--- src/rtl/sphp_pkg.sv ---
// package for the stream packet header port: header field positions,
// transaction classes, beat and header carriers, and field helpers.
// assumes a 64-bit stream data path with an 8-bit keep bus.
package sphp_pkg;

  // ----------------------------------------------------------------
  // widths and header field positions
  // ----------------------------------------------------------------
  localparam int DATA_W = 64;
  localparam int KEEP_W = 8;
  localparam int USER_W = 32;
  localparam int TID_LO = 56;
  localparam int FTYPE_LO = 52;
  localparam int TTYPE_LO = 48;
  localparam int PRIO_LO = 45;
  localparam int CRF_BIT = 44;
  localparam int SIZE_LO = 36;
  localparam int ERR_BIT = 35;
  localparam int ADDR_LO = 0;
  localparam int INFO_LO = 16;
  localparam int MLEN_LO = 60;
  localparam int MSEG_LO = 56;
  localparam int MBOX_LO = 4;
  localparam int LTR_LO = 0;
  localparam int MAX_BYTES = 256;

  // ----------------------------------------------------------------
  // transaction classes, types and status codes
  // ----------------------------------------------------------------
  localparam logic [3:0] FT_NREAD = 4'h2;
  localparam logic [3:0] FT_WRITE = 4'h5;
  localparam logic [3:0] FT_SWRITE = 4'h6;
  localparam logic [3:0] FT_DBELL = 4'hA;
  localparam logic [3:0] FT_MSG = 4'hB;
  localparam logic [3:0] FT_RESP = 4'hD;
  localparam logic [3:0] TT_RESP_DATA = 4'h8;
  localparam logic [3:0] STATUS_DONE = 4'h0;
  localparam logic [15:0] FT_ALLOWED = 16'h2C64;

  typedef struct packed {
    logic [7:0] tid;
    logic [3:0] ftype;
    logic [3:0] ttype;
    logic [1:0] prio;
    logic crf;
    logic [7:0] size;
    logic err;
    logic [33:0] addr;
    logic [15:0] info;
    logic [3:0] msglen;
    logic [3:0] msgseg;
    logic [5:0] mbox;
    logic [1:0] letter;
    logic [15:0] src;
    logic [15:0] dst;
  } sphp_hdr_t;

  typedef struct packed {
    logic [DATA_W-1:0] data;
    logic [KEEP_W-1:0] keep;
    logic last;
  } sphp_beat_t;

  // ----------------------------------------------------------------
  // helpers
  // ----------------------------------------------------------------
  // reverse the byte order of one beat
  function automatic logic [DATA_W-1:0] byte_rev(input logic [DATA_W-1:0] d);
    logic [DATA_W-1:0] r;
    r = '0;
    for (int i = 0; i < KEEP_W; i++)
    begin
      r[8*i +: 8] = d[8*(KEEP_W-1-i) +: 8];
    end
    return r;
  endfunction

  // beats of payload advertised by a size field
  function automatic logic [5:0] size_beats(input logic [7:0] sz);
    return {1'b0, sz[7:3]} + 6'h01;
  endfunction

  // does this class and type carry payload beats
  function automatic logic has_payload(input logic [3:0] ft,
                                       input logic [3:0] tt);
    return (ft == FT_WRITE) || (ft == FT_SWRITE) || (ft == FT_MSG) ||
           ((ft == FT_RESP) && (tt == TT_RESP_DATA));
  endfunction

endpackage

--- src/rtl/sphp_port.sv ---
// stream packet header port: user-facing side of the logical layer.
// the transmit path takes user packets and hands them to the core with
// decoded header fields; the receive path builds compact headers for
// packets that the core delivers. assumes all ports on mclk.
module sphp_port
  import sphp_pkg::*;
#(
  parameter logic [15:0] FTYPE_EN = 16'h2C64
)
(
  input wire logic mclk,
  input wire logic rst_n,
  input wire logic raw_mode,
  input wire logic s_tvalid,
  output logic s_tready,
  input wire logic [sphp_pkg::DATA_W-1:0] s_tdata,
  input wire logic [sphp_pkg::KEEP_W-1:0] s_tkeep,
  input wire logic s_tlast,
  input wire logic [sphp_pkg::USER_W-1:0] s_tuser,
  output logic m_tvalid,
  input wire logic m_tready,
  output sphp_pkg::sphp_beat_t m_beat,
  output sphp_pkg::sphp_hdr_t tx_hdr,
  output logic tx_bad_ftype,
  output logic tx_overrun,
  input wire logic rx_hvalid,
  output logic rx_hready,
  input wire sphp_pkg::sphp_hdr_t rx_hdr,
  input wire logic [3:0] rx_status,
  input wire logic rx_pvalid,
  output logic rx_pready,
  input wire sphp_pkg::sphp_beat_t rx_pbeat,
  output logic u_tvalid,
  input wire logic u_tready,
  output sphp_pkg::sphp_beat_t u_beat,
  output logic [sphp_pkg::USER_W-1:0] u_tuser
);
  import sphp_pkg::*;

  if ((FTYPE_EN & ~FT_ALLOWED) != 16'h0000)
  begin : g_chk
    $error("FTYPE_EN enables a class the compact format cannot carry");
  end

  // ----------------------------------------------------------------
  // header field helpers
  // ----------------------------------------------------------------
  // class enabled in this build
  function automatic logic ftype_ok(input logic [3:0] ft);
    return FTYPE_EN[ft];
  endfunction

  // decode a header beat, zeroing fields reserved for its class
  function automatic sphp_hdr_t unpack_hdr(input logic [63:0] d,
                                           input logic [31:0] u);
    sphp_hdr_t h;
    logic [3:0] ft;
    h = '0;
    ft = d[FTYPE_LO +: 4];
    h.ftype = ft;
    h.prio = d[PRIO_LO +: 2];
    h.crf = d[CRF_BIT];
    if ((ft != FT_SWRITE) && (ft != FT_MSG))
    begin
      h.tid = d[TID_LO +: 8];
    end
    if ((ft == FT_NREAD) || (ft == FT_WRITE) || (ft == FT_RESP))
    begin
      h.ttype = d[TTYPE_LO +: 4];
    end
    if ((ft == FT_NREAD) || (ft == FT_WRITE) || (ft == FT_MSG))
    begin
      h.size = d[SIZE_LO +: 8];
    end
    if (ft == FT_RESP)
    begin
      h.err = d[ERR_BIT];
    end
    if ((ft == FT_NREAD) || (ft == FT_WRITE) || (ft == FT_SWRITE))
    begin
      h.addr = d[ADDR_LO +: 34];
    end
    if (ft == FT_DBELL)
    begin
      h.info = d[INFO_LO +: 16];
    end
    if (ft == FT_MSG)
    begin
      h.msglen = d[MLEN_LO +: 4];
      h.msgseg = (h.msglen == 4'h0) ? 4'h0 : d[MSEG_LO +: 4];
      h.mbox = (h.msglen == 4'h0) ? d[MBOX_LO +: 6]
                                  : {4'h0, d[MBOX_LO +: 2]};
      h.letter = d[LTR_LO +: 2];
    end
    h.src = u[31:16];
    h.dst = u[15:0];
    return h;
  endfunction

  // build a header beat from fields; unused fields are zero
  function automatic logic [63:0] pack_hdr(input sphp_hdr_t h);
    logic [63:0] d;
    logic [3:0] ft;
    d = '0;
    ft = h.ftype;
    // fields from the core may hold junk where the class reserves them
    if ((ft == FT_NREAD) || (ft == FT_WRITE) || (ft == FT_SWRITE))
    begin
      d[ADDR_LO +: 34] = h.addr;
    end
    if (ft == FT_DBELL)
    begin
      d[INFO_LO +: 16] = h.info;
    end
    if (ft == FT_MSG)
    begin
      d[MBOX_LO +: 6] = (h.msglen == 4'h0) ? h.mbox
                                           : {4'h0, h.mbox[1:0]};
      d[LTR_LO +: 2] = h.letter;
      d[MLEN_LO +: 4] = h.msglen;
      d[MSEG_LO +: 4] = (h.msglen == 4'h0) ? 4'h0 : h.msgseg;
    end
    else if (ft != FT_SWRITE)
    begin
      d[TID_LO +: 8] = h.tid;
    end
    d[FTYPE_LO +: 4] = ft;
    if ((ft == FT_NREAD) || (ft == FT_WRITE) || (ft == FT_RESP))
    begin
      d[TTYPE_LO +: 4] = h.ttype;
    end
    d[PRIO_LO +: 2] = h.prio;
    d[CRF_BIT] = h.crf;
    if ((ft == FT_NREAD) || (ft == FT_WRITE) || (ft == FT_MSG))
    begin
      d[SIZE_LO +: 8] = h.size;
    end
    if (ft == FT_RESP)
    begin
      d[ERR_BIT] = h.err;
    end
    return d;
  endfunction

  // ----------------------------------------------------------------
  // transmit path: user to core
  // ----------------------------------------------------------------
  typedef enum logic [1:0] {TX_IDLE, TX_PAY, TX_DROP} sphp_tx_t;
  sphp_tx_t tx_state_q;
  logic tx_raw_q;
  logic [5:0] tx_left_q;
  logic m_valid_q;
  sphp_beat_t m_beat_q;
  sphp_hdr_t tx_hdr_q;
  logic bad_q;
  logic over_q;
  logic s_fire;
  logic hdr_fire;
  logic raw_now;
  logic bad_hdr;
  logic fwd;
  sphp_hdr_t hdr_in;

  // accept when the output slot frees; drop state always swallows
  assign s_tready = (tx_state_q == TX_DROP) || !m_valid_q || m_tready;
  assign s_fire = s_tvalid && s_tready;
  assign hdr_fire = s_fire && (tx_state_q == TX_IDLE);
  assign raw_now = (tx_state_q == TX_IDLE) ? raw_mode : tx_raw_q;
  assign hdr_in = unpack_hdr(s_tdata, s_tuser);
  assign bad_hdr = hdr_fire && !raw_mode &&
                   !ftype_ok(s_tdata[FTYPE_LO +: 4]);
  assign fwd = s_fire && !bad_hdr && (tx_state_q != TX_DROP);

  // packet state: last ends the packet whatever the size says
  always_ff @(posedge mclk or negedge rst_n)
  begin
    if (!rst_n)
    begin
      tx_state_q <= TX_IDLE;
    end
    else if (s_fire)
    begin
      if (s_tlast)
      begin
        tx_state_q <= TX_IDLE;
      end
      else if (bad_hdr)
      begin
        tx_state_q <= TX_DROP;
      end
      else if (tx_state_q == TX_IDLE)
      begin
        tx_state_q <= TX_PAY;
      end
    end
  end

  // format and header fields latched on the first beat only
  always_ff @(posedge mclk or negedge rst_n)
  begin
    if (!rst_n)
    begin
      tx_raw_q <= 1'b0;
      tx_hdr_q <= '0;
      tx_left_q <= 6'h00;
    end
    else if (hdr_fire)
    begin
      tx_raw_q <= raw_mode;
      tx_hdr_q <= raw_mode ? '0 : hdr_in;
      tx_left_q <= has_payload(hdr_in.ftype, hdr_in.ttype) ?
                   size_beats(hdr_in.size) : 6'h00;
    end
    else if (fwd && !tx_raw_q && (tx_left_q != 6'h00))
    begin
      tx_left_q <= tx_left_q - 6'h01;
    end
  end

  // output beat register toward the core
  always_ff @(posedge mclk or negedge rst_n)
  begin
    if (!rst_n)
    begin
      m_valid_q <= 1'b0;
      m_beat_q <= '0;
    end
    else if (fwd)
    begin
      m_valid_q <= 1'b1;
      m_beat_q.keep <= s_tkeep;
      m_beat_q.last <= s_tlast;
      if (raw_now)
      begin
        m_beat_q.data <= byte_rev(s_tdata);
      end
      else if (tx_state_q == TX_IDLE)
      begin
        m_beat_q.data <= pack_hdr(hdr_in);
      end
      else
      begin
        m_beat_q.data <= s_tdata;
      end
    end
    else if (m_tready)
    begin
      m_valid_q <= 1'b0;
    end
  end

  // one-cycle event flags
  always_ff @(posedge mclk or negedge rst_n)
  begin
    if (!rst_n)
    begin
      bad_q <= 1'b0;
      over_q <= 1'b0;
    end
    else
    begin
      bad_q <= bad_hdr;
      over_q <= fwd && !tx_raw_q && (tx_state_q == TX_PAY) &&
                (tx_left_q == 6'h00);
    end
  end

  assign m_tvalid = m_valid_q;
  assign m_beat = m_beat_q;
  assign tx_hdr = tx_hdr_q;
  assign tx_bad_ftype = bad_q;
  assign tx_overrun = over_q;

  // ----------------------------------------------------------------
  // receive path: core to user
  // ----------------------------------------------------------------
  typedef enum logic {RX_HDR, RX_PAY} sphp_rx_t;
  sphp_rx_t rx_state_q;
  logic rx_raw_q;
  logic u_valid_q;
  sphp_beat_t u_beat_q;
  logic [USER_W-1:0] u_user_q;
  logic u_free;
  logic rh_fire;
  logic rp_fire;
  logic rh_pay;
  logic rh_err;

  assign u_free = !u_valid_q || u_tready;
  assign rx_hready = u_free && (rx_state_q == RX_HDR) && !raw_mode;
  assign rx_pready = u_free && ((rx_state_q == RX_PAY) ||
                                raw_mode);
  assign rh_fire = rx_hvalid && rx_hready;
  assign rp_fire = rx_pvalid && rx_pready;
  assign rh_pay = has_payload(rx_hdr.ftype, rx_hdr.ttype);
  assign rh_err = (rx_hdr.ftype == FT_RESP) &&
                  (rx_status != STATUS_DONE);

  // header state, then payload until last
  always_ff @(posedge mclk or negedge rst_n)
  begin
    if (!rst_n)
    begin
      rx_state_q <= RX_HDR;
      rx_raw_q <= 1'b0;
    end
    else if (rh_fire && rh_pay)
    begin
      rx_state_q <= RX_PAY;
      rx_raw_q <= 1'b0;
    end
    else if (rp_fire && (rx_state_q == RX_HDR))
    begin
      rx_state_q <= rx_pbeat.last ? RX_HDR : RX_PAY;
      rx_raw_q <= 1'b1;
    end
    else if (rp_fire && rx_pbeat.last)
    begin
      rx_state_q <= RX_HDR;
    end
  end

  // output beat register toward the user
  always_ff @(posedge mclk or negedge rst_n)
  begin
    if (!rst_n)
    begin
      u_valid_q <= 1'b0;
      u_beat_q <= '0;
      u_user_q <= '0;
    end
    else if (rh_fire)
    begin
      u_valid_q <= 1'b1;
      u_beat_q.data <= pack_hdr('{tid: rx_hdr.tid, ftype: rx_hdr.ftype,
        ttype: rx_hdr.ttype, prio: rx_hdr.prio, crf: rx_hdr.crf,
        size: rx_hdr.size, err: rh_err, addr: rx_hdr.addr,
        info: rx_hdr.info, msglen: rx_hdr.msglen, msgseg: rx_hdr.msgseg,
        mbox: rx_hdr.mbox, letter: rx_hdr.letter, src: rx_hdr.src,
        dst: rx_hdr.dst});
      u_beat_q.keep <= {KEEP_W{1'b1}};
      u_beat_q.last <= !rh_pay;
      u_user_q <= {rx_hdr.src, rx_hdr.dst};
    end
    else if (rp_fire)
    begin
      u_valid_q <= 1'b1;
      u_beat_q.data <= (raw_mode && (rx_state_q == RX_HDR)) || rx_raw_q ?
                       byte_rev(rx_pbeat.data) : rx_pbeat.data;
      u_beat_q.keep <= rx_pbeat.keep;
      u_beat_q.last <= rx_pbeat.last;
    end
    else if (u_tready)
    begin
      u_valid_q <= 1'b0;
    end
  end

  assign u_tvalid = u_valid_q;
  assign u_beat = u_beat_q;
  assign u_tuser = u_user_q;
endmodule

--- config.mk ---
export PLATFORM = sky130hd
export DESIGN_NAME = sphp_port
export DESIGN_NICKNAME = d
export VERILOG_FILES = /design/src/rtl/sphp_pkg.sv /design/src/rtl/sphp_port.sv
export SDC_FILE = /design/constraint.sdc
export NUM_CORES = 1
export LEC_CHECK = 0
export ABC_AREA = 1
export BUFFER_PORTS_ARGS = -buffer_cell sky130_fd_sc_hd__buf_2
export CAP_MARGIN = 0
export CORE_AREA = 2 2 246 248
export CTS_BUF_LIST = sky130_fd_sc_hd__clkbuf_8
export CTS_CLUSTER_SIZE = 14
export DETAILED_ROUTE_END_ITERATION = 12
export DIE_AREA = 0 0 248 250
export GPL_TIMING_DRIVEN = 0
export PLACE_DENSITY = 0.59
export SLEW_MARGIN = 20
export SYNTH_ARGS = -nofsm -noshare
export SYNTH_HDL_FRONTEND = slang
export SYNTH_SLANG_ARGS = --single-unit
--- constraint.sdc ---
create_clock -name mclk -period 1.6 [get_ports mclk]
set_input_delay 0.32 -clock mclk [delete_from_list [all_inputs] [get_ports mclk]]
set_output_delay 0.32 -clock mclk [all_outputs]
set_load 0.02 [all_outputs]
==> run metrics <==
violated checks=negative setup slack; routed vias/inst=5.08; Antenna Violating Nets Remaining=0; RePlAce Congestion=0.950; clock root buffer=sky130_fd_sc_hd__clkbuf_8; register bit count reported by yosys=319; number of violations reported at the end of detailed-routing iteration 0=1378; Yosys Warn Count=0; library cell occupying the most area in the post-synthesis netlist=sky130_fd_sc_hd__dfrtp_1; count of fill cells added during filler insertion=5692; maximum number of pins on one net before global-route repair=87; actual slew at the worst max-slew pin=790 ps; total overflow reported by the global router=0; layout cells sized above 1=44.6%; WL final=just under 90 mm; final HPWL from detailed placement=63.8 mm; timing-limited maximum frequency=0.521 GHz; Area growth syn-to-layout=81.9%; number of buffers inserted during clock tree synthesis=about 60; DP Worst Slack=-1020 ps; cell with the biggest individual delay on the critical path=sky130_fd_sc_hd__dfrtp_1; min cycle time layout=1920 ps; total power density per cell area=between 1500 and 2000 nW/um^2; status=finished, violations left; area share of the leading cell type in the synthesized netlist=54.6%; dominant cell by count in the synthesized netlist=sky130_fd_sc_hd__nand2_1; detailed-route wire length per cell=25.5 um; sequential fraction of the synthesis area=54.6%; die span in y=250 um; commonest register cell after synthesis=sky130_fd_sc_hd__dfrtp_1; leakage dissipation=~13 nW; Nets=2936; kind of launch point of the worst setup path=flop; level count of the clock H-tree=2; area inside the core boundary=just under 60000 sq um; Unique masters post-synth=46; count of mapped cells out of synthesis=between 1500 and 2000; GRT Util Overall=roughly a quarter; Arr. time, crit path=2450 ps; clock latency on the worst-skew pair=approximately 660 ps; Layout Skew=between 15 and 20 ps; row count=90; Final WS setup=-321 ps; Boundary Pins=627; max_slew headroom=46.8%; CP cell instances=inv_2, nand2_4, nand3_4, nand3_4, nor2_4, buf_6, nand2_8, nand2_8, inv_6, buf_12, buf_12, buf_12, o21a_1; die footprint=between 60000 and 70000 sq um; kind of critical path=flop to flop; initial core utilization=24.5%; die width=248 um; leading post-synthesis cells by instance count=420 x sky130_fd_sc_hd__nand2_1, 319 x sky130_fd_sc_hd__dfrtp_1, 107 x sky130_fd_sc_hd__nand3_1; buffer and inverter count on the worst path=6; leading cell types by total area after synthesis=sky130_fd_sc_hd__dfrtp_1 55%, sky130_fd_sc_hd__nand2_1 11%, sky130_fd_sc_hd__a32o_1 5.0%; kind of cell adding the most delay to the critical path=buffers and inverters; CTS tree=yes; via count of the first global-routing pass=17900; drc violations=0; number of max-cap violations=0; Async SR Flop Fraction=100%; library cell appearing most often on the critical path=sky130_fd_sc_hd__buf_12; class of the worst hold path=input port to flop; number of antenna violations at the first check in global routing=3; longest individual stage delay on the worst path=410 ps; unrepaired setup endpoints after global routing=true; worst voltage drop across the vdd grid=~1100 uV; total vias in the final route=17500; iteration count of the initial detailed-routing pass=5; final count of pins violating max slew=0; Post-synth EDFFs=0; Worst setup EP type=flop; tightest hold margin=32.7 ps; required time reported for the critical path endpoint=2130 ps; TNS Setup=-48340 ps; maximum clock insertion buffer count=3; crit-path max FO=5; total chip power=45.4 mW; first-pass GRT wire length=120 mm; clock net sink count=319; post-CTS clock slew at the launch and capture registers of the worst setup and hold paths=60 ps; final setup violation count=311; final hold violation count=0; fraction of the cycle the final worst path needs=120%; net count of the mapped netlist=1910; number of port buffers=between 600 and 700; post-synth design cell area=between 10000 and 15000 sq um; mean cell area of the mapped netlist=9.21 sq um
## power by group
part / switching [mW] / internal, mW / total (mW)
Combinational: 13.7 / 10.2 / 23.9
Clock: 3.73 / 4.48 / 8.22
Sequential: 2.25 / 11.0 / 13.2
## kinds of logic after synthesis
| kind of cell | count (synthesis) | synth area share [%] |
|---|---|---|
| AO/OA/AOI/OAI | 417 | 20.4 |
| XOR/XNOR | 3 | 0.180 |
| AND/OR/NAND/NOR | 647 | 18.2 |
| multiplexers | 8 | 0.548 |
| flip-flops | 319 | 54.6 |
| buffers and inverters | 188 | 5.54 |
| adder cells (fa/ha/maj) | 6 | 0.513 |
## path summary, 6_finish.rpt
check	start	to	slack [ps]	depth (start not counted)
max in group asynchronous	rst_n	tx_state_q[1]$_DFFE_PN0P_	380	4
min	rx_hdr[64]	u_beat[9]$_DFFE_PN0P_	30	3
min in group asynchronous	rst_n	u_beat[62]$_DFFE_PN0P_	100	2
max reg2reg	tx_state_q[0]$_DFFE_PN0P_	m_beat[39]$_DFFE_PN0P_	-320	13
max	tx_state_q[0]$_DFFE_PN0P_	m_beat[39]$_DFFE_PN0P_	-320	13
min reg2reg	u_tuser[31]$_DFFE_PN0P_	u_tuser[31]$_DFFE_PN0P_	480	2
## cell usage in the layout, fill, tap and decap left out, drive strengths merged, types with 6 or more instances in the layout
cell type	count
a211oi	22
a21boi	16
a21oi	68
a22o	33
a22oi	6
a32o	73
buf	809
clkbuf	110
clkinv	12
dfrtp	319
dlygate4sd3	224
ha	6
inv	93
mux2i	8
nand2	426
nand3	110
nand4	9
nor2	95
o211ai	16
o21a	20
o21ai	103
o221ai	23
o22a	8
o31ai	23
## state kept, by name, summed over array words and instances, names as in the netlist
signal	cells
tx_state_q	2
u_beat	73
rx_raw_q	1
tx_bad_ftype	1
m_beat	73
u_tvalid	1
m_tvalid	1
rx_state_q	1
tx_raw_q	1
u_tuser	32
tx_overrun	1
tx_left_q	6
tx_hdr	126
## through the flow
| stage | instances | utilization (%) | instance area [sq um] |
|---|---|---|---|
| 2_1_floorplan | 1588 | - | 14800 |
| 4_1_cts | 3406 | 42.2 | 25100 |
| 5_1_grt | 3439 | 44.7 | 26600 |
| 3_3_place_gp | 2994 | 31.7 | 18900 |
| 3_5_place_dp | 2998 | 31.9 | 19000 |
| 6_report | 3442 | 44.7 | 26600 |
## layout make-up
| cell class | count | area, sq um | area share, % |
|---|---|---|---|
| clock buffers | 71 | 977 | 3.67 |
| well taps | 782 | 978 | 3.68 |
| diodes | 3 | 7.51 | 0.0282 |
| flip-flops and latches | 319 | 8000 | 30.1 |
| plain buffers | 108 | 1430 | 5.36 |
| inverters | 77 | 350 | 1.32 |
| repair buffers | 966 | 7640 | 28.7 |
| multi-input cells | 1082 | 6980 | 26.2 |
| repair inverters | 1 | 11.3 | 0.0423 |
| clock inverters | 33 | 231 | 0.870 |
## layer usage
layer	up-vias	global-route usage (%)	wire length (um)
li1	7651	-	-
met1	8634	29.2	31300
met2	962	47.0	44000
met3	240	4.70	6160
met4	4	15.9	6370
met5	-	0	22
## worst register-to-register path: cells and delay by family, from the launching register on
kind / cells / cell delay (ps)
flops: 1 / 410
buf+inv: 6 / 670
compound gates: 1 / 180
simple gates: 6 / 550
## repair_timing
item	CTS	global route
resized for setup	524	303
hold buffers	222	2
setup endpoints to repair	392	387
setup buffers	62	23
endpoints found under the hold margin	397	2
pin swaps	42	33
gates cloned	21	18
No activity file was read; power rests on OpenSTA's default activity.
